==> config.mk <==
export PLATFORM = sky130hd
export DESIGN_NAME = cpds_top
export DESIGN_NICKNAME = d
export VERILOG_FILES = /design/src/logic/cpds_pkg.sv /design/src/logic/cpds_servo_chan.sv /design/src/logic/cpds_top.sv
export SDC_FILE = /design/constraint.sdc
export NUM_CORES = 1
export LEC_CHECK = 0
export BUFFER_PORTS_ARGS = -buffer_cell sky130_fd_sc_hd__buf_2
export CORE_UTILIZATION = 55
export CTS_BUF_LIST = sky130_fd_sc_hd__clkbuf_4 sky130_fd_sc_hd__clkbuf_8
export CTS_CLUSTER_DIAMETER = 40
export DETAILED_ROUTE_END_ITERATION = 10
export GPL_TIMING_DRIVEN = 0
export PLACE_DENSITY = 0.78
export SYNTH_ARGS = -nofsm -noshare
export SYNTH_HDL_FRONTEND = slang
export SYNTH_SLANG_ARGS = --single-unit
==> constraint.sdc <==
create_clock -name pclk -period 3.9 [get_ports pclk]
set_input_delay 0 -clock pclk [delete_from_list [all_inputs] [get_ports pclk]]
set_output_delay 0 -clock pclk [all_outputs]
set_load 0.02 [all_outputs]
==> src/logic/cpds_pkg.sv <==
// cpds_pkg: register map, field layout, timing counts and shared types
// assumes a 20 MHz pclk and a 32-bit apb slave in the charge pump block
package cpds_pkg;

	// register byte offsets
	localparam logic [7:0] ADDR_PUMP_CTRL = 8'h00;
	localparam logic [7:0] ADDR_HP_VOL    = 8'h04;
	localparam logic [7:0] ADDR_CLK_CFG   = 8'h08;
	localparam logic [7:0] ADDR_SRV_CTRL  = 8'h0c;
	localparam logic [7:0] ADDR_SRV_STAT  = 8'h10;
	localparam logic [7:0] ADDR_PUMP_STAT = 8'h14;

	// pump control fields
	localparam int BIT_PUMP_ENABLE = 0;
	localparam int BIT_PUMP_DYN    = 1;
	// hp volume fields
	localparam int POS_VOL_LEFT    = 0;
	localparam int POS_VOL_RIGHT   = 8;
	localparam int BIT_MUTE_LEFT   = 16;
	localparam int BIT_MUTE_RIGHT  = 17;
	localparam int BIT_VU_LEFT     = 24;
	localparam int BIT_VU_RIGHT    = 25;
	localparam int VOL_W           = 7;
	// clock config fields
	localparam int POS_RATE        = 0;
	localparam int POS_RATIO       = 4;
	// servo control fields
	localparam int POS_SRV_ENA     = 0;
	localparam int POS_SRV_START   = 4;
	localparam int POS_SRV_SYNC    = 8;
	localparam int POS_SYNC_STEP   = 16;
	localparam int STEP_W          = 7;

	localparam int NCH             = 4;
	localparam int NHP             = 2;

	// reset values
	localparam logic [VOL_W-1:0] VOL_RESET = 7'h39;
	localparam logic [STEP_W-1:0] STEP_RESET = 7'h08;

	// timing: start-up correction lasts 24 ms per channel
	localparam int CLK_HZ          = 20000000;
	localparam int STARTUP_MS      = 24;
	localparam int STARTUP_CYC     = CLK_HZ / 1000 * STARTUP_MS;
	// one sync servo operation, filtered against audio
	localparam int SYNC_OP_MS      = 40;
	localparam int SYNC_OP_CYC     = CLK_HZ / 1000 * SYNC_OP_MS;
	localparam int CNT_W           = 24;
	// volume code at or above which the pump needs its high rail
	localparam logic [VOL_W-1:0] HI_VOL_CODE = 7'h6b;
	// dac level at or above which dynamic mode needs the high rail
	localparam logic [15:0] HI_LVL = 16'h4000;

	typedef enum logic [1:0] {
		CPDS_IDLE  = 2'b00,
		CPDS_START = 2'b01,
		CPDS_SYNC  = 2'b10
	} cpds_srv_state_t;

	typedef struct packed {
		cpds_srv_state_t  st;
		logic [CNT_W-1:0] cnt;
		logic [STEP_W-1:0] steps;
		logic             done;
		logic             cal;
	} cpds_chan_t;

	typedef struct packed {
		logic             enable;
		logic             dyn;
		logic [VOL_W-1:0] vol_l_pend;
		logic [VOL_W-1:0] vol_r_pend;
		logic             mute_l_pend;
		logic             mute_r_pend;
		logic [VOL_W-1:0] vol_l;
		logic [VOL_W-1:0] vol_r;
		logic             mute_l;
		logic             mute_r;
		logic             hi_mode;
		logic [2:0]       rate;
		logic [3:0]       ratio;
		logic [NCH-1:0]   srv_ena;
		logic [STEP_W-1:0] sync_step;
		logic [31:0]      prdata;
	} cpds_regs_t;

endpackage : cpds_pkg

==> src/logic/cpds_servo_chan.sv <==
// cpds_servo_chan: one dc servo channel sequencer
// assumes pump_ok qualifies every measurement; start and sync are pulses
`timescale 1ns/1ns
`default_nettype none
module cpds_servo_chan #(
	parameter bit HAS_SYNC = 1'b1
) (
	// clock and reset
	input  wire logic                       pclk,
	input  wire logic                       presetn,
	// control
	input  wire logic                       enable,
	input  wire logic                       pump_ok,
	input  wire logic                       start,
	input  wire logic                       sync,
	input  wire logic [cpds_pkg::STEP_W-1:0] sync_step,
	// status
	output logic                            busy,
	output logic                            done,
	output logic                            calibrated
);
	cpds_pkg::cpds_chan_t s_q, s_d;

	always_comb begin
		s_d = s_q;
		unique case (s_q.st)
			cpds_pkg::CPDS_IDLE: begin
				if (start && enable && pump_ok) begin
					s_d.st   = cpds_pkg::CPDS_START; // RULE_12
					s_d.cnt  = cpds_pkg::CNT_W'(cpds_pkg::STARTUP_CYC - 1);
					s_d.done = 1'b0; // RULE_24
				end else if (HAS_SYNC && sync && enable && pump_ok &&
					sync_step != '0) begin
					s_d.st    = cpds_pkg::CPDS_SYNC; // RULE_18 RULE_21
					s_d.steps = sync_step; // RULE_19
					s_d.cnt   = cpds_pkg::CNT_W'(cpds_pkg::SYNC_OP_CYC - 1);
				end
			end
			cpds_pkg::CPDS_START: begin
				// measurement only advances while the pump supply is up
				if (pump_ok && enable) begin // RULE_17
					if (s_q.cnt == '0) begin
						s_d.st   = cpds_pkg::CPDS_IDLE;
						s_d.done = 1'b1; // RULE_13
						s_d.cal  = 1'b1; // RULE_16
					end else begin
						s_d.cnt = s_q.cnt - 1'b1;
					end
				end
			end
			cpds_pkg::CPDS_SYNC: begin
				if (pump_ok && enable) begin // RULE_17
					if (s_q.cnt != '0) begin
						s_d.cnt = s_q.cnt - 1'b1; // RULE_20
					end else if (s_q.steps == 7'h01) begin
						s_d.st  = cpds_pkg::CPDS_IDLE;
						s_d.cal = 1'b1;
					end else begin
						s_d.steps = s_q.steps - 1'b1;
						s_d.cnt   = cpds_pkg::CNT_W'(cpds_pkg::SYNC_OP_CYC - 1);
					end
				end
			end
			default: s_d.st = cpds_pkg::CPDS_IDLE;
		endcase
	end

	always_ff @(posedge pclk or negedge presetn) begin
		if (!presetn) begin
			s_q <= '0;
		end else begin
			s_q <= s_d;
		end
	end

	assign busy       = (s_q.st != cpds_pkg::CPDS_IDLE);
	assign done       = s_q.done;
	assign calibrated = s_q.cal;
endmodule : cpds_servo_chan
`default_nettype wire

==> src/logic/cpds_top.sv <==
// cpds_top: charge pump control and four dc servo channels behind apb
// assumes pclk is the system clock and dac_level is on the pclk domain
//
// How it works
// (RULE_01) pump runs only while pump_enable is set.
// (RULE_02) pump_dynamic_select 0 picks register control, 1 dynamic control.
// (RULE_03) register control derives pump mode from active left/right volumes.
// (RULE_04) dynamic control also uses measured dac level in real time.
// (RULE_05) software writes volume update 1 to finish switch to register control.
// (RULE_06) selecting dynamic control changes pump mode at once.
// (RULE_07) reset leaves register control selected, dynamic bit clear.
// (RULE_08) software keeps register control when sidetone or enhancement runs.
// (RULE_09) pump logic works only while the system clock runs.
// (RULE_10) pump clock divides system clock by rate and ratio fields.
// (RULE_11) four servo channels, each with its own enable bit.
// (RULE_12) writing start trigger 1 runs offset measurement and correction.
// (RULE_13) per-channel done flag rises when start-up correction completes.
// (RULE_14) several channels may start together, about 24 ms each.
// (RULE_15) software mutes and shorts headphones before headphone start-up.
// (RULE_16) correction is retained while the path is disabled.
// (RULE_17) no correction unless pump is enabled and clock present.
// (RULE_18) sync trigger 1 corrects a headphone output while audio runs.
// (RULE_19) sync step count field sets number of operations, up to 127.
// (RULE_20) sync correction is filtered and runs far longer than start-up.
// (RULE_21) only headphone channels have sync mode.
// (RULE_22) software triggers sync after large gain steps.
// (RULE_23) either update bit moves both pending volumes and mutes into effect.
// (RULE_24) a new start trigger clears that channel's done flag.
//
// Our own choices: the APB register port and the register offsets.
`timescale 1ns/1ns
`default_nettype none
module cpds_top (
	// apb
	input  wire logic        pclk,
	input  wire logic        presetn,
	input  wire logic        psel,
	input  wire logic        penable,
	input  wire logic        pwrite,
	input  wire logic [7:0]  paddr,
	input  wire logic [31:0] pwdata,
	input  wire logic [3:0]  pstrb,
	output logic [31:0]      prdata,
	output logic             pready,
	output logic             pslverr,
	// dac level from the playback path
	input  wire logic [15:0] dac_level,
	// pump controls
	output logic             pump_run,
	output logic             pump_clk_en,
	output logic             pump_hi_mode,
	// active headphone gains
	output logic [6:0]       hp_left_primary_volume,
	output logic [6:0]       hp_right_primary_volume,
	output logic             hp_left_mute,
	output logic             hp_right_mute,
	// servo status
	output logic [3:0]       servo_busy,
	output logic [3:0]       servo_calibrated
);
	////////////////////////////////////////////////////////////////////////
	cpds_pkg::cpds_regs_t r_q, r_d;

	logic        wr_en;
	logic        rd_en;
	logic        addr_ok;
	logic [3:0]  start_p;
	logic [3:0]  sync_p;
	logic [3:0]  done_w;
	logic        vu_p;
	logic        pump_ok;
	logic [11:0] div_q;
	logic [11:0] div_lim;
	logic        hi_reg;
	logic        hi_dyn;
	logic        wr_pump;
	logic [11:0] gap_q;

	assign addr_ok = (paddr == cpds_pkg::ADDR_PUMP_CTRL) ||
		(paddr == cpds_pkg::ADDR_HP_VOL)   ||
		(paddr == cpds_pkg::ADDR_CLK_CFG)  ||
		(paddr == cpds_pkg::ADDR_SRV_CTRL) ||
		(paddr == cpds_pkg::ADDR_SRV_STAT) ||
		(paddr == cpds_pkg::ADDR_PUMP_STAT);
	// zero wait states: every access completes in its first access cycle
	assign pready  = 1'b1;
	assign pslverr = psel && penable && !addr_ok;
	assign wr_en   = psel && penable && pwrite && addr_ok;
	assign rd_en   = psel && !penable && !pwrite;

	// trigger bits are write-one pulses; they never store
	assign vu_p = wr_en && paddr == cpds_pkg::ADDR_HP_VOL && pstrb[3] &&
		(pwdata[cpds_pkg::BIT_VU_LEFT] || pwdata[cpds_pkg::BIT_VU_RIGHT]);
	assign start_p = (wr_en && paddr == cpds_pkg::ADDR_SRV_CTRL && pstrb[0]) ?
		pwdata[cpds_pkg::POS_SRV_START +: 4] : 4'h0;
	assign sync_p = (wr_en && paddr == cpds_pkg::ADDR_SRV_CTRL && pstrb[1]) ?
		{2'b00, pwdata[cpds_pkg::POS_SRV_SYNC +: 2]} : 4'h0;
	assign wr_pump = wr_en && paddr == cpds_pkg::ADDR_PUMP_CTRL &&
		pstrb[0];

	// the pump clock only exists while pclk runs, so no clock means no pump
	assign pump_ok = r_q.enable; // RULE_09 RULE_17

	////////////////////////////////////////////////////////////////////////
	// pump mode decisions
	assign hi_reg = (r_q.vol_l >= cpds_pkg::HI_VOL_CODE) ||
		(r_q.vol_r >= cpds_pkg::HI_VOL_CODE); // RULE_03
	assign hi_dyn = hi_reg || (dac_level >= cpds_pkg::HI_LVL); // RULE_04

	always_comb begin
		r_d = r_q;
		if (wr_en) begin
			unique case (paddr)
				cpds_pkg::ADDR_PUMP_CTRL: if (pstrb[0]) begin
					r_d.enable = pwdata[cpds_pkg::BIT_PUMP_ENABLE];
					r_d.dyn    = pwdata[cpds_pkg::BIT_PUMP_DYN]; // RULE_02
				end
				cpds_pkg::ADDR_HP_VOL: begin
					if (pstrb[0]) begin
						r_d.vol_l_pend = pwdata[cpds_pkg::POS_VOL_LEFT +: 7];
					end
					if (pstrb[1]) begin
						r_d.vol_r_pend = pwdata[cpds_pkg::POS_VOL_RIGHT +: 7];
					end
					if (pstrb[2]) begin
						r_d.mute_l_pend = pwdata[cpds_pkg::BIT_MUTE_LEFT];
						r_d.mute_r_pend = pwdata[cpds_pkg::BIT_MUTE_RIGHT];
					end
				end
				cpds_pkg::ADDR_CLK_CFG: if (pstrb[0]) begin
					r_d.rate  = pwdata[cpds_pkg::POS_RATE +: 3];
					r_d.ratio = pwdata[cpds_pkg::POS_RATIO +: 4];
				end
				cpds_pkg::ADDR_SRV_CTRL: begin
					if (pstrb[0]) begin
						r_d.srv_ena = pwdata[cpds_pkg::POS_SRV_ENA +: 4]; // RULE_11
					end
					if (pstrb[2]) begin
						r_d.sync_step = pwdata[cpds_pkg::POS_SYNC_STEP +: 7];
					end
				end
				default: r_d = r_d;
			endcase
		end
		// the update strobe carries the pending values of this same write
		if (vu_p) begin
			r_d.vol_l  = r_d.vol_l_pend; // RULE_23
			r_d.vol_r  = r_d.vol_r_pend;
			r_d.mute_l = r_d.mute_l_pend;
			r_d.mute_r = r_d.mute_r_pend;
		end
		if (r_q.dyn) begin
			r_d.hi_mode = hi_dyn; // RULE_04 RULE_06
		end else if (vu_p) begin
			// register mode only moves on a volume update
			r_d.hi_mode = (r_d.vol_l >= cpds_pkg::HI_VOL_CODE) ||
				(r_d.vol_r >= cpds_pkg::HI_VOL_CODE); // RULE_05 RULE_03
		end
		r_d.prdata = 32'h0;
		if (rd_en) begin
			unique case (paddr)
				cpds_pkg::ADDR_PUMP_CTRL: r_d.prdata = {30'h0, r_q.dyn, r_q.enable};
				cpds_pkg::ADDR_HP_VOL: r_d.prdata = {14'h0, r_q.mute_r_pend,
					r_q.mute_l_pend, 1'b0, r_q.vol_r_pend, 1'b0, r_q.vol_l_pend};
				cpds_pkg::ADDR_CLK_CFG: r_d.prdata = {24'h0, r_q.ratio, 1'b0,
					r_q.rate};
				cpds_pkg::ADDR_SRV_CTRL: r_d.prdata = {9'h0, r_q.sync_step,
					12'h0, r_q.srv_ena};
				cpds_pkg::ADDR_SRV_STAT: r_d.prdata = {20'h0, servo_calibrated,
					servo_busy, done_w};
				cpds_pkg::ADDR_PUMP_STAT: r_d.prdata = {16'h0, 1'b0,
					r_q.vol_r, 1'b0, r_q.vol_l} | {29'h0, r_q.mute_r,
					r_q.mute_l, r_q.hi_mode} << 16;
				default: r_d.prdata = 32'h0;
			endcase
		end
	end

	always_ff @(posedge pclk or negedge presetn) begin
		if (!presetn) begin
			r_q            <= '0;
			r_q.dyn        <= 1'b0; // RULE_07
			r_q.vol_l_pend <= cpds_pkg::VOL_RESET;
			r_q.vol_r_pend <= cpds_pkg::VOL_RESET;
			r_q.vol_l      <= cpds_pkg::VOL_RESET;
			r_q.vol_r      <= cpds_pkg::VOL_RESET;
			r_q.sync_step  <= cpds_pkg::STEP_RESET;
		end else begin
			r_q <= r_d;
		end
	end

	assign prdata = r_q.prdata;

	////////////////////////////////////////////////////////////////////////
	// pump switching clock enable: divide by (ratio+1)*(rate+1)*16
	assign div_lim = 12'({r_q.ratio, 4'h0} * {1'b0, r_q.rate} +
		{r_q.ratio, 4'h0} + {5'h0, r_q.rate, 4'h0} + 12'h00f); // RULE_10

	always_ff @(posedge pclk or negedge presetn) begin
		if (!presetn) begin
			div_q <= 12'h000;
		end else if (!r_q.enable || div_q >= div_lim) begin
			div_q <= 12'h000;
		end else begin
			div_q <= div_q + 12'h001;
		end
	end

	// cycles since the last switching enable; a check aid only, it
	// saturates so that a run of config writes cannot wrap it
	always_ff @(posedge pclk or negedge presetn) begin
		if (!presetn) begin
			gap_q <= 12'h000;
		end else if (pump_clk_en || !r_q.enable) begin
			gap_q <= 12'h000;
		end else if (gap_q != 12'hfff) begin
			gap_q <= gap_q + 12'h001;
		end
	end

	assign pump_run    = r_q.enable; // RULE_01
	assign pump_clk_en = r_q.enable && (div_q == div_lim); // RULE_01 RULE_10
	assign pump_hi_mode = r_q.hi_mode;
	assign hp_left_primary_volume  = r_q.vol_l;
	assign hp_right_primary_volume = r_q.vol_r;
	assign hp_left_mute  = r_q.mute_l;
	assign hp_right_mute = r_q.mute_r;

	////////////////////////////////////////////////////////////////////////
	// channels 0,1 headphone left/right; 2,3 input left/right
	genvar g;
	generate
		for (g = 0; g < cpds_pkg::NCH; g++) begin : g_chan
			cpds_servo_chan #(
				.HAS_SYNC (g < cpds_pkg::NHP) // RULE_21
			) u_chan (
				.pclk       (pclk),
				.presetn    (presetn),
				.enable     (r_q.srv_ena[g]),
				.pump_ok    (pump_ok),
				.start      (start_p[g]), // RULE_14
				.sync       (sync_p[g]),
				.sync_step  (r_q.sync_step),
				.busy       (servo_busy[g]),
				.done       (done_w[g]),
				.calibrated (servo_calibrated[g])
			);
		end
	endgenerate
endmodule : cpds_top
`default_nettype wire

# After elaboration in Yosys (flattened, before gate mapping)
# Cells that the tools add are included.
[word_totals]
regBits = 237
inputBits = 65
out_inout_bits = 61
word_cells = 325
[op_classes]
n_addsub = 12
mul = 1
magnitude_cmp = 6
eq_ne = 58
mux = 104
n_bitwise = 5
n_reduce_logical = 102
[op_table]
columns = ["op", "n"]
rows = [
  ["one-hot mux 24 bit (3 select lines)", 4],
  ["2-to-1 mux 26 bit", 8],
  ["2-to-1 mux 33 bit", 6],
  ["2-to-1 mux 24 bit", 8],
  ["one-hot mux 23 bit (6 select lines)", 1],
  ["2-to-1 mux 31 bit", 4],
  ["zero test 24 bit", 4],
  ["nonzero test 24 bit", 4],
  ["subtractor 24 x 1 -> 24 bit, second input constant", 4],
  ["AND reduction 6 bit", 14],
  ["2-to-1 mux 83 bit", 1],
  ["2-to-1 mux 7 bit", 11],
  ["2-to-1 mux 2 bit", 22],
  ["!= test 2 x 1 -> 1 bit, second input constant", 22],
  ["2-to-1 mux 16 bit", 2],
  ["logical AND 1 bit", 31],
  ["nonzero test 2 bit", 15],
  ["== test 7 x 1 -> 1 bit, second input constant", 4],
  ["greater-or-equal comparator 7 bit, second input constant", 4],
  ["one-hot mux 7 bit (2 select lines)", 2],
  ["subtractor 7 x 1 -> 7 bit, second input constant", 4],
  ["!= test 2 bit, second input constant", 12],
  ["one-hot mux 2 bit (3 select lines)", 4],
  ["AND reduction 4 bit", 6],
  ["other kinds (30)", 91],
]

# Longest topological paths before layout
[depth]
ltp_word = 16
depth_mapped = 19
depth_no_buf = 18

# By module
# From an unflattened synthesis, not the netlist that was laid out.
[hier_totals]
cells_unflattened = 1397
hier_area_um2 = 13230.2
[modules_own_cells]
columns = ["module", "n_inst", "cells_each", "area_per_inst_um2", "seq_area_each_um2"]
rows = [
  ["cpds_top", 1, 475, 5162.5, 2198.4],
  ["cpds_servo_chan at g_chan[2].u_chan ...", 2, 180, 1672.9, 675.6],
  ["cpds_servo_chan at g_chan[0].u_chan", 1, 284, 2386.0, 875.8],
  ["cpds_servo_chan at g_chan[1].u_chan", 1, 278, 2336.0, 875.8],
]

# Worst setup path after synthesis
# No wires, ideal clock.
[synth_timing]
kind = "reg2reg"
start = "register r_q[48] (netlist bit)"
end = "register div_q[10]"
setup_ns = 0.132
t_arrival_ns = 3.993
setup_slack_ns = -0.225
stages_incl_launch_ff = 20
n_path_buf = 1
period_less_slack_ns = 4.125
cell_sequence = "dfrtp_1 > ha_1 > inv_1 > fa_1 > inv_1 > ha_1 > fa_1 > ha_1 > ha_1 > a21oi_1 > nor2b_1 > o21ai_0 > xnor2_1 > ha_1 > nand4_1 > nor3_1 > nor3b_1 > o211ai_1 > clkbuf_1 > nor2_1"
[synth_between]
elab_chain_cells = 7
[synth_rtl]
columns = ["item", "line_no", "rtl"]
rows = [
  ["start, declared", "cpds_top.sv:62", "cpds_pkg::cpds_regs_t r_q, r_d;"],
  ["start signal, assigned", "cpds_top.sv:189", "r_q <= r_d;"],
  ["multiplier 4 x 3 -> 7 bit", "cpds_top.sv:197", "assign div_lim = 12'({r_q.ratio, 4'h0} * {1'b0, r_q.rate} +"],
  ["adder 11 x 8 -> 12 bit", "cpds_top.sv:197", ""],
  ["adder 12 x 7 -> 12 bit (*)", "cpds_top.sv:198", "{r_q.ratio, 4'h0} + {5'h0, r_q.rate, 4'h0} + 12'h00f);"],
  ["adder 12 x 4 -> 12 bit (*)", "cpds_top.sv:198", ""],
  ["greater-or-equal comparator 12 bit (*)", "cpds_top.sv:203", "end else if (!r_q.enable || div_q >= div_lim) begin"],
  ["logical OR 1 bit (*)", "cpds_top.sv:203", ""],
  ["2-to-1 mux 12 bit (*)", "cpds_top.sv:203", ""],
  ["end signal, assigned", "cpds_top.sv:206", "div_q <= div_q + 12'h001;"],
  ["end, declared", "cpds_top.sv:72", "logic [11:0] div_q;"],
]
# Mark *: on every way between the ends. The rest lies on a longest branch, timed or not.
# A chain may end at the register's enable or synchronous reset.

# Final worst setup path
[layout_timing]
start = "register r_q[44] (netlist bit)"
end = "output pump_clk_en"
[layout_between]
elab_chain_cells = 6
[layout_rtl]
columns = ["item", "line_no", "rtl"]
rows = [
  ["multiplier 4 x 3 -> 7 bit", "cpds_top.sv:197", ""],
  ["adder 11 x 8 -> 12 bit (*)", "cpds_top.sv:197", ""],
  ["adder 12 x 7 -> 12 bit (*)", "cpds_top.sv:198", ""],
  ["adder 12 x 4 -> 12 bit (*)", "cpds_top.sv:198", ""],
  ["== test 12 bit (*)", "cpds_top.sv:223", "assign pump_clk_en = r_q.enable && (div_q == div_lim);"],
  ["logical AND 1 bit (*)", "cpds_top.sv:223", ""],
  ["end, declared", "cpds_top.sv:50", "output logic pump_clk_en,"],
]
# Marks and branches as above.

==> results_dict.tcl <==
set metrics [dict create \
    cp-start-kind "flip-flop" \
    ys_types 87 \
    fp.coreArea_um2 22700 \
    yosysWarnings 0 \
    io_buffers 89 \
    dr.pass1.iters 7 \
    syn_avg_cell_area_um2 9.33 \
    wl_per_cell_um 18.3 \
    final_area_um2 15100 \
    drt_wl_total_mm 34.3 \
    grt_pass1_vias 10943 \
    async_flop_share 1.00 \
    skew_ps 23.2 \
    regArea_um2 5310 \
    fin_ws_ps -363 \
    num_vias 11483 \
    fin_tns_setup_ps -3430 \
    path_max_fanout 2 \
    critPathMaxStageDelay_ps 510 \
    arrival_ps 4260 \
    rr_worst_depth 20 \
    place_congestion 0.977 \
    status "finished with violations" \
    max_freq_mhz 235 \
    worstMarginPinSlew_ps 1010 \
    power_density_nw_per_um2 314 \
    crit_required_ps 3900 \
    grt_use_total 0.290 \
    cts_tree "yes" \
    io_pins 126 \
    criticalPathCategory "flip-flop to output port" \
    root_buffer "clkbuf_8" \
    fillerInstances 1803 \
    crit_end "pump_clk_en" \
    cts_made_buffers 40 \
    fp.dieH_um 154 \
    drv_slew 0 \
    hold_violations 0 \
    hp-class "input pin to flip-flop" \
    ir_drop_uv 284 \
    grt_pass1_wl_mm 55.8 \
    violations "setup timing" \
    slowest_stage "fa_1" \
    nets 1674 \
    relSlewSlack 0.324 \
    syn_area_um2 12800 \
    drive_gt1_frac 0.243 \
    multiInputGateArea_um2 6730 \
    row_count 55 \
    grt_max_degree 115 \
    dp_hpwl_mm 23.6 \
    antenna_found_initial 0 \
    hold_path_startpoint "pstrb[3]" \
    synth-main-ff-cell "dfrtp_1" \
    synth_edf_count 0 \
    cts.path.max_buffers 3 \
    synth_commonest_cells "dfrtp_1 (194), nor2_1 (121), o21ai_0 (85)" \
    yosys-top-cells-area "dfrtp_1 (38%), mux2_2 (4.2%), ha_1 (4.1%)" \
    final_util 0.667 \
    yosysTopAreaCell "dfrtp_1" \
    die_area_um2 23800 \
    die_x_um 154 \
    end_kind "output port" \
    ant_nets 0 \
    worstReg2RegStart "r_q[44]" \
    max_cap_violations 0 \
    placed_cell_area_um2 13700 \
    p_leak_nw 6.57 \
    syn_inst 1367 \
    htree_levels 2 \
    r2r_setup_slack_ps -280 \
    synth-seq-cells 211 \
    vias_per_cell 6.12 \
    clk_latency_ps 550 \
    rsz0062_at_grt "yes" \
    crit_path_cell_trace "ha_4, inv_2, fa_1, inv_2, ha_4, fa_1, ha_1, a21o_1, a21oi_2, nor2b_1, o21ai_1, xnor2_1, ha_1, nand4_1, nor3_2, and2_4, buf_6" \
    finalCritPeriodShare 1.09 \
    setup-violations-final 13 \
    diodes 0 \
    start_util 0.562 \
    drtIter0Drc 1006 \
    cts_sinks 211 \
    startpoint "r_q[44]" \
    synthToLayoutAreaGrowth_pct 18.8 \
    drc 0 \
    yosysMostFrequentCell "dfrtp_1" \
    synth_top_area_frac 0.381 \
    clk_pin_slew_ps 60 \
    reg2reg_to "div_q[10]" \
    grt-ovfl-total 0 \
    seq_area_frac_synth 0.416 \
    period_minus_slack_ps 4260 \
]
## through the flow
step	std cells	power (mW)	hold WS (ps)	setup WS [ps]
after floorplan	1376	2.30	-296	8.58
after global placement	1750	2.39	235	-802
after detailed placement	1751	2.40	85.5	-355
after CTS	1870	4.80	18.4	-341
after global routing	1876	4.93	43.4	-580
final	1876	4.76	45.7	-363
## routing by layer
metal,GRT usage,share of wire
met2,0.442,0.45
met5,0,0
met1,0.413,0.43
met4,0.110,0.030
met3,0.0513,0.084
## critical path: cells and delay by family, from the launching register on
family | cells | cell delay [ps]
simple gates | 4 | 570
flops | 1 | 410
xor+xnor | 1 | 100
compound gates | 3 | 520
fa+ha+maj | 6 | 1930
buf+inv | 3 | 190
## cells by family after synthesis
group / after synthesis / share of synthesized area
fa+ha+maj: 48 / 0.0506
flops: 211 / 0.416
xor+xnor: 37 / 0.0254
simple gates: 480 / 0.201
other cells: 2 / 0.000589
compound gates: 357 / 0.186
mux: 60 / 0.0518
buf+inv: 172 / 0.0688
## registers in the layout (all words and copies together), names as in the netlist
name                      cells
hp_right_primary_volume       7
hp_left_primary_volume        7
div_q                        12
hp_right_mute                 1
prdata                       22
hp_left_mute                  1
pump_run                      1
g_chan.u_chan.s_q           116
g_chan.u_chan.done            4
pump_hi_mode                  1
g_chan.u_chan.calibrated      4
r_q                          35
## timing repair
action / in CTS / in global routing
resized for setup: 21 / 18
cloned: 1 / 0
setup endpoints to repair: 13 / 13
pin swaps: 29 / 15
endpoints found under the hold margin: 156 / 0
setup buffers: 12 / 6
hold buffers: 34 / 0
## cell type report
class,count,share of cell area
inverter,50,0.0124
tap,285,0.0235
timing repair buffer,143,0.0644
multi-input combinational,993,0.445
sequential,211,0.350
buffer,122,0.0458
clock buffer,65,0.0541
clock inverter,7,0.00487
## where the power goes
group          internal, mW  switching, mW  leakage, nW
Sequential             2.20        0.00807         2.55
Clock                  1.40          0.975        0.459
Combinational        0.0696          0.113         3.56
Total                  3.67           1.10         6.57
## worst min-delay path by stage
stage	end	cells past startpoint	slack (ps)
2_1_floorplan	div_q[0]	0	-300
3_3_place_gp	r_q[35]	2	230
3_5_place_dp	g_chan[1].u_chan.s_q[12]	1	90
4_1_cts	hp_left_primary_volume[4]	4	20
5_1_grt	hp_right_primary_volume[4]	4	40
6_report	hp_left_primary_volume[4]	4	50
## layout by cell type (no fill, tap or decap), types with 47 or more instances in the layout
cell	count
dfrtp_1	188
a21oi_1	76
clkbuf_8	53
buf_4	75
buf_2	104
mux2_2	48
nor2_1	111
o21ai_0	83
nand2_1	83
nand3_1	48
inv_1	47
No activity file was read; power rests on OpenSTA's default activity.
